## src/core/sbf_pkg.sv

```systemverilog
// constants and types shared by the buffered serial port core
// assumes a single 100 MHz peripheral clock with synchronous reset
package sbf_pkg;

    // register byte offsets on the APB
    localparam logic [7:0] ADDR_CTRL  = 8'h00;
    localparam logic [7:0] ADDR_DATA  = 8'h04;
    localparam logic [7:0] ADDR_MASK  = 8'h08;
    localparam logic [7:0] ADDR_FLAGS = 8'h0C;

    // control register field positions
    localparam int CTRL_ENABLE  = 0;
    localparam int CTRL_SELIGN  = 2;
    localparam int CTRL_HOST    = 5;
    localparam int CTRL_BUFMODE = 7;
    localparam logic [7:0] CTRL_WMASK = 8'hA5;

    // event flag positions, shared by the mask register
    localparam int FLAG_RXC = 7;
    localparam int FLAG_TXC = 6;
    localparam int FLAG_DRE = 5;
    localparam int FLAG_SS  = 4;
    localparam int FLAG_OVF = 0;
    localparam logic [7:0] FLAG_WMASK = 8'hF1;

    // reset values
    localparam logic [7:0] CTRL_RST = 8'h00;
    localparam logic [7:0] MASK_RST = 8'h00;
    localparam logic [7:0] DATA_RST = 8'h00;

    // timing: generated serial clock half period
    localparam int CLK_PERIOD_NS = 10;
    localparam int SCK_HALF_NS   = 80;
    localparam int SCK_HALF_CYC  = (SCK_HALF_NS + CLK_PERIOD_NS - 1) / CLK_PERIOD_NS;

    // serial frame and receive depth
    localparam int FRAME_BITS = 8;
    localparam int RX_DEPTH   = 2;

    typedef enum logic {
        SBF_IDLE,
        SBF_RUN
    } sbf_eng_state_t;

endpackage

```

## src/core/sbf_shift_if.sv

```systemverilog
// bundle between the register side and the serial shift engine
// assumes both ends run on the same peripheral clock
`timescale 1ns/1ps
`default_nettype none

interface sbf_shift_if;
    logic       enable;
    logic       host_mode;
    logic       start;
    logic [7:0] tx_byte;
    logic       ss_active;
    logic       begin_evt;
    logic       done_evt;
    logic       busy;
    logic [7:0] rx_byte;

    modport ctl (output enable, host_mode, start, tx_byte, ss_active,
                 input  begin_evt, done_evt, busy, rx_byte);
    modport eng (input  enable, host_mode, start, tx_byte, ss_active,
                 output begin_evt, done_evt, busy, rx_byte);
endinterface

`default_nettype wire

```

## src/core/sbf_top.sv

```systemverilog
// buffered serial port: APB registers, event flags, data port mapping
// assumes an APB master on clock_in and asynchronous serial pins
`timescale 1ns/1ps
`default_nettype none

module sbf_top #(
    parameter int ADDR_W = 8
) (
    input  wire logic              clock_in,
    input  wire logic              rst_in,
    input  wire logic              ce_in,
    input  wire logic              psel_in,
    input  wire logic              penable_in,
    input  wire logic              pwrite_in,
    input  wire logic [ADDR_W-1:0] paddr_in,
    input  wire logic [31:0]       pwdata_in,
    output logic      [31:0]       prdata_out,
    output logic                   pready_out,
    output logic                   pslverr_out,
    input  wire logic              sck_in,
    input  wire logic              sdi_in,
    input  wire logic              ss_n_in,
    output logic                   sck_out,
    output logic                   sck_oe_n_out,
    output logic                   sdo_out,
    output logic                   sdo_oe_n_out,
    output logic                   irq_out
);
    sbf_shift_if sif ();

    // register state
    logic [7:0]  ctrl_r, ctrl_nxt;
    logic [7:0]  mask_r, mask_nxt;
    logic [7:0]  txb_r, txb_nxt;
    logic        txv_r, txv_nxt;
    logic [7:0]  rxb_r, rxb_nxt;
    logic [7:0]  rxd_r, rxd_nxt;
    logic [1:0]  cnt_r, cnt_nxt;
    logic        rxc_r, rxc_nxt;
    logic        txc_r, txc_nxt;
    logic        ssf_r, ssf_nxt;
    logic        ovf_r, ovf_nxt;
    logic [31:0] prdata_r, prdata_nxt;
    logic        perr_r, perr_nxt;
    logic        ss_s1_r, ss_s2_r;

    // decoded strobes and helpers
    logic        setup, access, wr, rd;
    logic        wr_ctrl, wr_mask, wr_flags, wr_data, rd_data, rd_flags;
    logic        bufmode, host, enable, selign;
    logic        takeover;
    logic [1:0]  cnt_mid;
    logic [7:0]  flags_v;
    logic [7:0]  w1c;

    // one decode used by both the read mux and the write strobes
    function automatic logic hit(input logic [ADDR_W-1:0] a, input logic [7:0] off);
        hit = (a == ADDR_W'(off));
    endfunction

    function automatic logic mapped(input logic [ADDR_W-1:0] a);
        mapped = hit(a, sbf_pkg::ADDR_CTRL) || hit(a, sbf_pkg::ADDR_DATA) ||
                 hit(a, sbf_pkg::ADDR_MASK) || hit(a, sbf_pkg::ADDR_FLAGS);
    endfunction

    // apb phases; every access finishes with no wait state
    assign setup    = psel_in && !penable_in;
    assign access   = psel_in && penable_in;
    assign wr       = access && pwrite_in;
    assign rd       = access && !pwrite_in;
    assign wr_ctrl  = wr && hit(paddr_in, sbf_pkg::ADDR_CTRL);
    assign wr_mask  = wr && hit(paddr_in, sbf_pkg::ADDR_MASK);
    assign wr_flags = wr && hit(paddr_in, sbf_pkg::ADDR_FLAGS);
    assign wr_data  = wr && hit(paddr_in, sbf_pkg::ADDR_DATA);
    assign rd_data  = rd && hit(paddr_in, sbf_pkg::ADDR_DATA);
    assign rd_flags = rd && hit(paddr_in, sbf_pkg::ADDR_FLAGS);

    assign bufmode  = ctrl_r[sbf_pkg::CTRL_BUFMODE];
    assign host     = ctrl_r[sbf_pkg::CTRL_HOST];
    assign enable   = ctrl_r[sbf_pkg::CTRL_ENABLE];
    assign selign   = ctrl_r[sbf_pkg::CTRL_SELIGN];

    // takeover looks only at the second synchroniser stage
    assign takeover = enable && host && !selign && !ss_s2_r;

    // flag view; the empty flag is a live view of the transmit stage
    always_comb begin
        flags_v = 8'h00;
        flags_v[sbf_pkg::FLAG_RXC] = rxc_r;
        flags_v[sbf_pkg::FLAG_TXC] = txc_r;
        flags_v[sbf_pkg::FLAG_DRE] = !txv_r;
        flags_v[sbf_pkg::FLAG_SS]  = ssf_r;
        flags_v[sbf_pkg::FLAG_OVF] = ovf_r;
    end

    // write-one-to-clear mask from the flag register
    assign w1c = wr_flags ? (pwdata_in[7:0] & sbf_pkg::FLAG_WMASK) : 8'h00;

    // control, mask and role handling
    always_comb begin
        ctrl_nxt = ctrl_r;
        mask_nxt = mask_r;
        if (wr_ctrl) begin
            ctrl_nxt = pwdata_in[7:0] & sbf_pkg::CTRL_WMASK;
        end
        if (wr_mask) begin
            mask_nxt = pwdata_in[7:0] & sbf_pkg::FLAG_WMASK;
        end
        // hardware drop of host mode outranks a same-cycle software write
        if (takeover) begin
            ctrl_nxt[sbf_pkg::CTRL_HOST] = 1'b0;
        end
    end

    // transmit side: one stage in either mode
    always_comb begin
        txb_nxt = txb_r;
        txv_nxt = txv_r;
        txc_nxt = txc_r;
        ssf_nxt = ssf_r;
        // engine took the staged byte
        if (sif.begin_evt) begin
            txv_nxt = 1'b0;
        end
        // both modes load the written byte into the one tx stage;
        // a write after the begin pulse wins so the new byte is kept
        if (wr_data) begin
            txb_nxt = pwdata_in[7:0];
            txv_nxt = 1'b1;
        end
        // flag read clears the tx-complete and select events it actually returned
        if (rd_flags) begin
            txc_nxt = txc_r & !prdata_r[sbf_pkg::FLAG_TXC];
            ssf_nxt = ssf_r & !prdata_r[sbf_pkg::FLAG_SS];
        end
        if (w1c[sbf_pkg::FLAG_TXC]) begin
            txc_nxt = 1'b0;
        end
        if (w1c[sbf_pkg::FLAG_SS]) begin
            ssf_nxt = 1'b0;
        end
        // sets come last so an event beats a clear in the same cycle
        if (sif.done_evt && !txv_r) begin
            txc_nxt = 1'b1;
        end
        if (takeover) begin
            ssf_nxt = 1'b1;
        end
    end

    // receive side: count of unread bytes after a read, then the arrival
    always_comb begin
        rxb_nxt = rxb_r;
        rxd_nxt = rxd_r;
        cnt_nxt = cnt_r;
        rxc_nxt = rxc_r;
        ovf_nxt = ovf_r;
        cnt_mid = cnt_r;
        if (bufmode) begin
            // a read hands out the front entry and pulls the second forward
            if (rd_data && (cnt_r != 2'd0)) begin
                rxb_nxt = rxd_r;
                cnt_mid = cnt_r - 2'd1;
            end
            cnt_nxt = cnt_mid;
            if (sif.done_evt) begin
                // arrival only follows a begun frame, so no early overrun
                case (cnt_mid)
                    2'd0: begin
                        rxb_nxt = sif.rx_byte;
                        cnt_nxt = 2'd1;
                    end
                    2'd1: begin
                        rxd_nxt = sif.rx_byte;
                        cnt_nxt = 2'd2;
                    end
                    default: begin
                        cnt_nxt = cnt_mid; // third byte is dropped
                    end
                endcase
            end
            if (rd_data && (cnt_mid == 2'd0)) begin
                rxc_nxt = 1'b0;
            end
        end else begin
            cnt_nxt = 2'd0;
            if (sif.done_evt) begin
                rxd_nxt = sif.rx_byte;
            end
            if (rd_data) begin
                rxc_nxt = 1'b0;
            end
        end
        if (rd_data) begin
            ovf_nxt = 1'b0;
        end
        if (w1c[sbf_pkg::FLAG_RXC]) begin
            rxc_nxt = 1'b0;
        end
        if (w1c[sbf_pkg::FLAG_OVF]) begin
            ovf_nxt = 1'b0;
        end
        // sets last: set wins over clear
        if (sif.done_evt) begin
            rxc_nxt = 1'b1;
        end
        if (sif.done_evt && bufmode && (cnt_mid == 2'(sbf_pkg::RX_DEPTH))) begin
            ovf_nxt = 1'b1;
        end
    end

    // read data is latched in the setup phase, so side effects at the
    // access edge can only clear what the master is really handed
    always_comb begin
        prdata_nxt = prdata_r;
        perr_nxt   = perr_r;
        if (setup) begin
            prdata_nxt = 32'h0000_0000;
            perr_nxt   = !mapped(paddr_in);
            if (hit(paddr_in, sbf_pkg::ADDR_CTRL)) begin
                prdata_nxt[7:0] = ctrl_r;
            end
            if (hit(paddr_in, sbf_pkg::ADDR_MASK)) begin
                prdata_nxt[7:0] = mask_r;
            end
            if (hit(paddr_in, sbf_pkg::ADDR_FLAGS)) begin
                prdata_nxt[7:0] = flags_v;
            end
            if (hit(paddr_in, sbf_pkg::ADDR_DATA)) begin
                prdata_nxt[7:0] = bufmode ? rxb_r : rxd_r;
            end
        end
    end

    // all registers of this module; clock enable freezes everything
    always_ff @(posedge clock_in) begin
        if (rst_in) begin
            ctrl_r   <= sbf_pkg::CTRL_RST;
            mask_r   <= sbf_pkg::MASK_RST;
            txb_r    <= sbf_pkg::DATA_RST;
            txv_r    <= 1'b0;
            rxb_r    <= sbf_pkg::DATA_RST;
            rxd_r    <= sbf_pkg::DATA_RST;
            cnt_r    <= 2'd0;
            rxc_r    <= 1'b0;
            txc_r    <= 1'b0;
            ssf_r    <= 1'b0;
            ovf_r    <= 1'b0;
            prdata_r <= 32'h0000_0000;
            perr_r   <= 1'b0;
            ss_s1_r  <= 1'b1;
            ss_s2_r  <= 1'b1;
        end else if (ce_in) begin
            ctrl_r   <= ctrl_nxt;
            mask_r   <= mask_nxt;
            txb_r    <= txb_nxt;
            txv_r    <= txv_nxt;
            rxb_r    <= rxb_nxt;
            rxd_r    <= rxd_nxt;
            cnt_r    <= cnt_nxt;
            rxc_r    <= rxc_nxt;
            txc_r    <= txc_nxt;
            ssf_r    <= ssf_nxt;
            ovf_r    <= ovf_nxt;
            prdata_r <= prdata_nxt;
            perr_r   <= perr_nxt;
            ss_s1_r  <= ss_n_in;
            ss_s2_r  <= ss_s1_r;
        end
    end

    // engine control: host starts while a byte is staged and the engine
    // is idle; in client role the staged byte waits for the remote host
    assign sif.enable    = enable;
    assign sif.host_mode = host;
    assign sif.start     = host && txv_r && !sif.busy && !sif.begin_evt;
    assign sif.tx_byte   = txb_r;
    assign sif.ss_active = enable && !host && !ss_s2_r;

    sbf_shifter u_shifter (
        .clock_in     (clock_in),
        .rst_in       (rst_in),
        .ce_in        (ce_in),
        .sck_in       (sck_in),
        .sdi_in       (sdi_in),
        .sck_out      (sck_out),
        .sck_oe_n_out (sck_oe_n_out),
        .sdo_out      (sdo_out),
        .sdo_oe_n_out (sdo_oe_n_out),
        .sif          (sif)
    );

    // apb answers; the level interrupt stays up as long as an enabled flag does
    assign prdata_out  = prdata_r;
    assign pslverr_out = access && perr_r;
    assign pready_out  = access;
    assign irq_out     = |(flags_v & mask_r);
endmodule

`default_nettype wire

```

## src/core/sbf_shifter.sv

```systemverilog
// serial shift engine, mode 0, msb first, host or client
// assumes sck and data-in pins are asynchronous and are synchronised here
`timescale 1ns/1ps
`default_nettype none

module sbf_shifter (
    input  wire logic  clock_in,
    input  wire logic  rst_in,
    input  wire logic  ce_in,
    input  wire logic  sck_in,
    input  wire logic  sdi_in,
    output logic       sck_out,
    output logic       sck_oe_n_out,
    output logic       sdo_out,
    output logic       sdo_oe_n_out,
    sbf_shift_if.eng   sif
);
    localparam logic [7:0] HALF_LAST = 8'(sbf_pkg::SCK_HALF_CYC - 1);
    localparam logic [3:0] LAST_BIT  = 4'(sbf_pkg::FRAME_BITS);

    sbf_pkg::sbf_eng_state_t state_r, state_nxt;
    logic       sck_s1_r, sck_s2_r, sck_s3_r;
    logic       sdi_s1_r, sdi_s2_r;
    logic [7:0] sh_r, sh_nxt;
    logic [7:0] rx_r, rx_nxt;
    logic [3:0] cnt_r, cnt_nxt;
    logic [7:0] div_r, div_nxt;
    logic       sck_r, sck_nxt;
    logic       samp_r, samp_nxt;
    logic       begin_r, begin_nxt;
    logic       done_r, done_nxt;
    logic       rise, fall;

    // client edges from the synchronised pin, never the first stage; host edges from the divider
    always_comb begin
        rise = 1'b0;
        fall = 1'b0;
        if (sif.host_mode) begin
            rise = (div_r == HALF_LAST) && !sck_r;
            fall = (div_r == HALF_LAST) && sck_r;
        end else begin
            rise = sck_s2_r && !sck_s3_r;
            fall = !sck_s2_r && sck_s3_r;
        end
    end

    // next state of the engine
    always_comb begin
        state_nxt = state_r;
        sh_nxt    = sh_r;
        rx_nxt    = rx_r;
        cnt_nxt   = cnt_r;
        div_nxt   = div_r;
        sck_nxt   = sck_r;
        samp_nxt  = samp_r;
        begin_nxt = 1'b0;
        done_nxt  = 1'b0;
        case (state_r)
            sbf_pkg::SBF_IDLE: begin
                sck_nxt = 1'b0;
                div_nxt = 8'h00;
                cnt_nxt = 4'h0;
                // host starts on a software write, client on select
                if (sif.enable && ((sif.host_mode && sif.start) ||
                                   (!sif.host_mode && sif.ss_active))) begin
                    sh_nxt    = sif.tx_byte;
                    begin_nxt = 1'b1;
                    state_nxt = sbf_pkg::SBF_RUN;
                end
            end
            sbf_pkg::SBF_RUN: begin
                if (sif.host_mode) begin
                    div_nxt = (div_r == HALF_LAST) ? 8'h00 : div_r + 8'h01;
                    if (div_r == HALF_LAST) begin
                        sck_nxt = !sck_r;
                    end
                end
                if (rise) begin
                    samp_nxt = sdi_s2_r;
                    cnt_nxt  = cnt_r + 4'h1;
                end
                if (fall) begin
                    sh_nxt = {sh_r[6:0], samp_r};
                    if (cnt_r == LAST_BIT) begin
                        rx_nxt    = {sh_r[6:0], samp_r};
                        done_nxt  = 1'b1;
                        state_nxt = sbf_pkg::SBF_IDLE;
                    end
                end
                // lost enable, or lost select in client role, aborts the frame
                if (!sif.enable || (!sif.host_mode && !sif.ss_active)) begin
                    state_nxt = sbf_pkg::SBF_IDLE;
                    done_nxt  = 1'b0;
                end
            end
            default: begin
                state_nxt = sbf_pkg::SBF_IDLE;
            end
        endcase
    end

    // registers, frozen while the clock enable is low
    always_ff @(posedge clock_in) begin
        if (rst_in) begin
            state_r  <= sbf_pkg::SBF_IDLE;
            sck_s1_r <= 1'b0;
            sck_s2_r <= 1'b0;
            sck_s3_r <= 1'b0;
            sdi_s1_r <= 1'b0;
            sdi_s2_r <= 1'b0;
            sh_r     <= sbf_pkg::DATA_RST;
            rx_r     <= sbf_pkg::DATA_RST;
            cnt_r    <= 4'h0;
            div_r    <= 8'h00;
            sck_r    <= 1'b0;
            samp_r   <= 1'b0;
            begin_r  <= 1'b0;
            done_r   <= 1'b0;
        end else if (ce_in) begin
            state_r  <= state_nxt;
            sck_s1_r <= sck_in;
            sck_s2_r <= sck_s1_r;
            sck_s3_r <= sck_s2_r;
            sdi_s1_r <= sdi_in;
            sdi_s2_r <= sdi_s1_r;
            sh_r     <= sh_nxt;
            rx_r     <= rx_nxt;
            cnt_r    <= cnt_nxt;
            div_r    <= div_nxt;
            sck_r    <= sck_nxt;
            samp_r   <= samp_nxt;
            begin_r  <= begin_nxt;
            done_r   <= done_nxt;
        end
    end

    assign sif.begin_evt = begin_r;
    assign sif.done_evt  = done_r;
    assign sif.busy      = (state_r == sbf_pkg::SBF_RUN);
    assign sif.rx_byte   = rx_r;
    assign sck_out       = sck_r;
    assign sdo_out       = sh_r[7];
    // enables are active low: drive only in the matching role
    assign sck_oe_n_out  = !(sif.enable && sif.host_mode);
    assign sdo_oe_n_out  = !(sif.enable && (sif.host_mode || sif.ss_active));
endmodule

`default_nettype wire

```

## config.mk

```make
export PLATFORM = sky130hd
export DESIGN_NAME = sbf_top
export DESIGN_NICKNAME = d
export VERILOG_FILES = /design/src/core/sbf_pkg.sv /design/src/core/sbf_shift_if.sv /design/src/core/sbf_top.sv /design/src/core/sbf_shifter.sv
export SDC_FILE = /design/constraint.sdc
export NUM_CORES = 1
export LEC_CHECK = 0
export ABC_AREA = 1
export BUFFER_PORTS_ARGS = -buffer_cell sky130_fd_sc_hd__buf_2
export CELL_PAD_IN_SITES_DETAIL_PLACEMENT = 1
export CELL_PAD_IN_SITES_GLOBAL_PLACEMENT = 2
export CORE_AREA = 5 5 127 129
export DETAILED_ROUTE_END_ITERATION = 12
export DIE_AREA = 0 0 132 134
export PLACE_DENSITY = 0.87
export SLEW_MARGIN = 40
export SYNTH_ARGS = -nofsm -noshare
export SYNTH_HDL_FRONTEND = slang
export SYNTH_SLANG_ARGS = --single-unit
```

## constraint.sdc

```tcl
create_clock -name clock_in -period 2.32 [get_ports clock_in]
set_clock_uncertainty 0.1 [all_clocks]
set_input_delay 0.232 -clock clock_in [delete_from_list [all_inputs] [get_ports clock_in]]
set_output_delay 0.232 -clock clock_in [all_outputs]
set_load 0.01 [all_outputs]
```

==> results of run 1 <==
-- per-layer routing --
metal | GRT usage (%) | wire, microns | share of wire (%)
met1 | 18.1 | 5940 | 46
met2 | 24.6 | 6210 | 49
met4 | 5.49 | 264 | 2.1
met3 | 3.34 | 360 | 2.8
met5 | 0 | 0 | 0
-- final cells by class --
type | instances | area [sq um] | share of cell area, %
inverter | 70 | 263 | 5.23
clock inverter | 5 | 78.8 | 1.57
multi-input combinational | 431 | 2110 | 41.9
tap | 188 | 235 | 4.68
timing repair buffer | 55 | 315 | 6.28
clock buffer | 11 | 243 | 4.83
sequential | 89 | 1780 | 35.5
-- cells in the mapped netlist (2+ instances only) --
cell	n	area [sq um]
o22ai_1	3	18.8
a31oi_1	11	68.8
nor2_2	3	18.8
xor2_1	3	26.3
nand2_2	5	31.3
buf_4	27	203
inv_1	69	259
nand4_1	5	31.3
a221oi_1	2	17.5
nor2_4	3	33.8
a41oi_1	2	17.5
ha_1	4	50.1
dfxtp_1	89	1780
buf_6	2	22.5
buf_2	2	10.0
nor2_1	65	244
o21ai_0	68	340
o211ai_1	12	90.1
clkbuf_1	14	52.6
a21oi_1	58	290
nand3_4	2	35.0
o21ai_1	3	15.0
nand3_1	24	120
nor3_1	5	25.0
nand2_1	118	443
buf_1	2	7.51
-- where the power goes --
part | switching [mW] | total [mW] | internal, mW
Combinational | 0.115 | 0.162 | 0.0470
Sequential | 0.00827 | 1.55 | 1.54
Clock | 0.619 | 1.59 | 0.972
Total | 0.742 | 3.30 | 2.56
-- worst min path at each step --
stage	startpoint	to	slack, ns	cells after the start
5_1_grt	sdi_in	u_shifter.sdi_s1_r	0.01	3
6_report	sdi_in	u_shifter.sdi_s1_r	0.01	3
4_1_cts	ss_n_in	ss_s1_r	0.004	3
2_1_floorplan	ss_n_in	ss_s1_r	0.26	2
3_3_place_gp	ss_s1_r	ss_s1_r	0.34	2
3_5_place_dp	prdata_out[1]	prdata_out[1]	0.36	2
-- critical path: cells and delay by family, from the launching register on --
kind                       cells  cell delay [ns]
and+or+nand+nor                7             0.86
adders and majority gates      1             0.16
AOI/OAI and AO/OA              1             0.05
DFF                            1             0.32
buffers and inverters          3             0.45
-- cells by family after synthesis --
logic type               count (synthesis)  synth area share, %
AND/OR/NAND/NOR                        233                 23.1
AO/OA/AOI/OAI                          166                 21.1
buffers and inverters                  117                 12.8
flip-flops                              89                 40.9
XOR/XNOR                                 4                0.805
adder cells (fa/ha/maj)                  4                 1.15
other                                    1               0.0861
-- state kept, by name (all words and copies together), names as in the netlist, 2 cells and up --
name and cells:
prdata_out 8, rxb_r 8, rxd_r 8, sif.tx_byte 8
u_shifter.div_r 8, u_shifter.sh_r 8, u_shifter.sif.rx_byte 8, mask_r 5
ctrl_r 4, u_shifter.cnt_r 4, cnt_r 2
==> results.cfg, run 1 <==
[timing]
max_freq_mhz = 481
layout_min_cycle_time_ns = 2.08
final_max_slew_viol_count = 0
relSlewSlack_pct = 54.9
worst_slack_ns = 0.241
setup_violations = 0
worstMarginPinSlew_ns = 0.675
rsz0062_at_grt = no
finalHoldWorstSlack_ns = 0.0150
period_share_pct = 89.6
tns_ns = 0
hold_viol_final = 0

[setup_path]
r2r_start = cnt_r[0]
critPathMaxFanout = 17
reg2reg_to = rxb_r[6]
max_stage_delay_ns = 0.32
critPathArrivalTime_ns = 2.20
setup.worst_path.end = rxb_r[6]
startpoint = cnt_r[0]
critPathCaptureType = register
rrSetupSlack_ns = 0.24
worstSetupPathType = reg2reg
rr_worst_depth = 12
required_ns = 2.44
critPathLaunchType = register
path_cells = inv_1 -> ha_1 -> inv_1 -> nand3_4 -> buf_4 -> nand2_2 -> nand2_2 -> nand3_4 -> nor2_1 -> nor2_2 -> nand2_1 -> a21oi_2
cp_slowest_cell = dfxtp_1

[finish]
nFillCells = 1887
mostFrequentLayoutCell = nand2_1
syn2layout_area_growth_pct = 15.4
final_cell_area_sq_mm = 0.00502
drive_gt1_share_pct = 13.2
final_cell_mix = 118 x nand2_1, 89 x dfxtp_1, 69 x inv_1, 68 x o21ai_0, 65 x nor2_1
antenna_cells = 0
final_nets = 709
final_cells = 849
fin_util_pct = 33.7

[clocking]
h-tree-depth = 3
cts-root-buf = clkbuf_16
clkLatencyLatePin_ns = 0.34
cts_sinks = 89
ctsHoldBuffers = 0
clockBufferDepth = 2
cts_tree = done
cts_resized = 0
clk_pin_slew_ns = 0.07
cts_made_buffers = 9
postCtsSetupBuffers = 0

[placement]
pre_cts_slack_ns = 0.217
port_buffers = 39
dp_hpwl_microns = 9370
dp.cells = 833
dpl_cell_area_sq_mm = 0.00469
place.gp.congestion = 0.859

[power_and_ir_drop]
power_mw = 3.30
leakage_nw = 2.03
vdd_ir_drop_max_mv = 0.309
power_density_mw_per_mm2 = 658

[floorplanning]
start_util_pct = 29.2
die_area_sq_mm = 0.0177
rows = 45
die_y_microns = 134
core_sq_mm = 0.0149
ioPinCount = 88
die_w_microns = 132

[synth]
yosysSeqAreaShare_pct = 40.9
syn_inst = 614
yosysWarnings = 0
async_flop_share_pct = 0
avgSynthCellArea_sq_um = 7.09
ys_ff_latch = 89
syn-cell-area_sq_mm = 0.00435
synth_ff_type = dfxtp_1
synth-edff-count = 0
synth.distinct_cells = 39

[route]
vias = 4144
antenna_left = 0
drt_pass1_iterations = 4
avgRoutedWirePerCell_microns = 15.0
drt-total-wl_microns = 12800
drtIter0Drc = 194
post-route-drc-count = 0
vias_per_cell = 4.88

[run]
cap_violations = 0

[global_routing]
gr-total-overflow = 0
grt_max_degree = 39
grt_pass1_wl_microns = 21000
grt_pass1_vias = 4267
antenna_found_initial = 0
grt.total_usage_pct = 14.6

[outcome]
status = finished clean

[hold_path]
hold_class = in2reg
(Power assumes the default switching activity.)
==> inputs of run 2 (changes only) <==
CORE_AREA = 5 5 128 130   (was 5 5 127 129)
DIE_AREA = 0 0 133 135   (was 0 0 132 134)
PLACE_DENSITY = 0.88   (was 0.87)
SYNTH_HIERARCHICAL = 1   (was not set)
==> results.cfg, run 2 <==
[global_routing]
grt_max_degree = 33
grt.total_usage_pct = 14.9
grt_pass1_vias = 4226
grt_pass1_wl_microns = 21600
gr-total-overflow = 0
antenna_found_initial = 0

[synth]
synth-edff-count = 0
synth_most_common_cell = nand2_1
syn-cell-area_sq_mm = 0.00458
synth.distinct_cells = 46
ys_top_cells_by_count = 154 x nand2_1, 89 x dfxtp_1, 67 x nor2_1, 57 x a21oi_1, 54 x inv_1
async_flop_share_pct = 0
yosysWarnings = 6
synth_top_area_cell = dfxtp_1
syn_inst = 636
ys_ff_latch = 89
yosys.area.top_type_share_pct = 38.9
synth_area_leaders = dfxtp_1 39%, nand2_1 13%, a21oi_1 6.2%
synth_ff_type = dfxtp_1
yosysSeqAreaShare_pct = 38.9
avgSynthCellArea_sq_um = 7.20

[run]
cap_violations = 0

[route]
vias_per_cell = 4.83
drt-total-wl_microns = 13100
antenna_left = 0
avgRoutedWirePerCell_microns = 15.1
drtIter0Drc = 130
drt_pass1_iterations = 4
vias = 4195
post-route-drc-count = 0

[timing]
worstMarginPinSlew_ns = 0.613
relSlewSlack_pct = 59.1
period_share_pct = 90.1
layout_min_cycle_time_ns = 2.09
max_freq_mhz = 478
hold_viol_final = 0
worst_slack_ns = 0.229
final_max_slew_viol_count = 0
setup_violations = 0
tns_ns = 0
rsz0062_at_grt = no

[setup_path]
worstSetupPathType = reg2reg
critPathLaunchType = register
required_ns = 2.44
critPathMaxFanout = 13
critPathArrivalTime_ns = 2.21
critPathCaptureType = register

[finish]
syn2layout_area_growth_pct = 13.0
register_area_sq_mm = 0.00178
final_cell_mix = 154 x nand2_1, 89 x dfxtp_1, 67 x nor2_1, 57 x a21oi_1, 53 x inv_1
final_nets = 729
nFillCells = 1894
final_cells = 869
multiInputGateArea_sq_mm = 0.00233
antenna_cells = 0
mostFrequentLayoutCell = nand2_1
drive_gt1_share_pct = 16.4

[floorplanning]
die_area_sq_mm = 0.0180
core_sq_mm = 0.0150
ioPinCount = 88
rows = 45
die_w_microns = 133
die_y_microns = 135
start_util_pct = 30.5

[clocking]
clk_pin_slew_ns = 0.07
cts_made_buffers = 9
h-tree-depth = 3
cts-root-buf = clkbuf_16
postCtsSetupBuffers = 0
ctsHoldBuffers = 2
cts_sinks = 89
clkLatencyLatePin_ns = 0.35
cts_tree = done
clockBufferDepth = 2
cts_resized = 0

[placement]
dp_hpwl_microns = 9810
pre_cts_slack_ns = 0.234
place.gp.congestion = 0.838
port_buffers = 39
dp.cells = 851

[power_and_ir_drop]
power_mw = 3.14
leakage_nw = 2.12
vdd_ir_drop_max_mv = 0.355
power_density_mw_per_mm2 = 607

[hold_path]
hold_class = in2reg

[outcome]
status = finished clean
-- run 2: final cells by class --
cell class	instances	area share, %
clock buffers	10	4.62
clock inverters	6	0.943
inverters	66	4.93
multi-input cells	460	45.0
flip-flops and latches	89	34.4
well taps	188	4.55
repair buffers	50	5.47
-- run 2: path summary, 6_finish.rpt --
kind | from | to | slack (ns) | depth (start not counted)
max | cnt_r[0] | rxb_r[6] | 0.23 | 10
min | ss_n_in | ss_s1_r | 0.02 | 3
max reg2reg | cnt_r[0] | rxb_r[6] | 0.23 | 10
min reg2reg | prdata_out[7] | prdata_out[7] | 0.37 | 2
-- run 2: power by group --
group	leakage [nW]	internal, mW	switching (mW)	total [mW]
Clock	0.137	0.767	0.655	1.42
Combinational	1.27	0.0476	0.121	0.168
Sequential	0.719	1.54	0.00817	1.55
-- run 2: kinds of logic (layout without fill, tap and decap cells) --
family,after synthesis,after routing,share of synthesized area (%)
adders and majority gates,4,4,1.09
AOI/OAI and AO/OA,130,130,16.0
DFF,89,89,38.9
other,1,24,0.0819
and+or+nand+nor,293,293,30.1
buffers and inverters,110,132,12.1
xor gates and xnor gates,7,7,1.34
muxes,2,2,0.437
-- run 2: stage by stage --
stage / utilization [%] / hold WS (ns) / instance area, sq um
3_3_place_gp: 32.4 / 0.339 / 4860
6_report: 34.4 / 0.0241 / 5170
5_1_grt: 34.4 / 0.0272 / 5170
3_5_place_dp: 32.4 / 0.362 / 4860
2_1_floorplan: - / 0.258 / 4670
4_1_cts: 34.4 / 0.0156 / 5170
-- run 2: metal layers --
layer	up-vias	routed length, microns	track usage [%]
li1	2113	-	-
met4	0	174	4.16
met1	2012	6270	20.0
met2	58	6110	24.1
met5	-	0	0
met3	12	535	3.28
-- run 2: critical path, stage by stage, from the launching register on --
cell	delay, ns
dfxtp_1	0.40
inv_1	0.12
ha_1	0.21
inv_1	0.14
nand4_1	0.22
nand2_4	0.19
nand3_4	0.21
nor2_1	0.17
nor2_1	0.06
nand2_1	0.08
a21oi_1	0.05
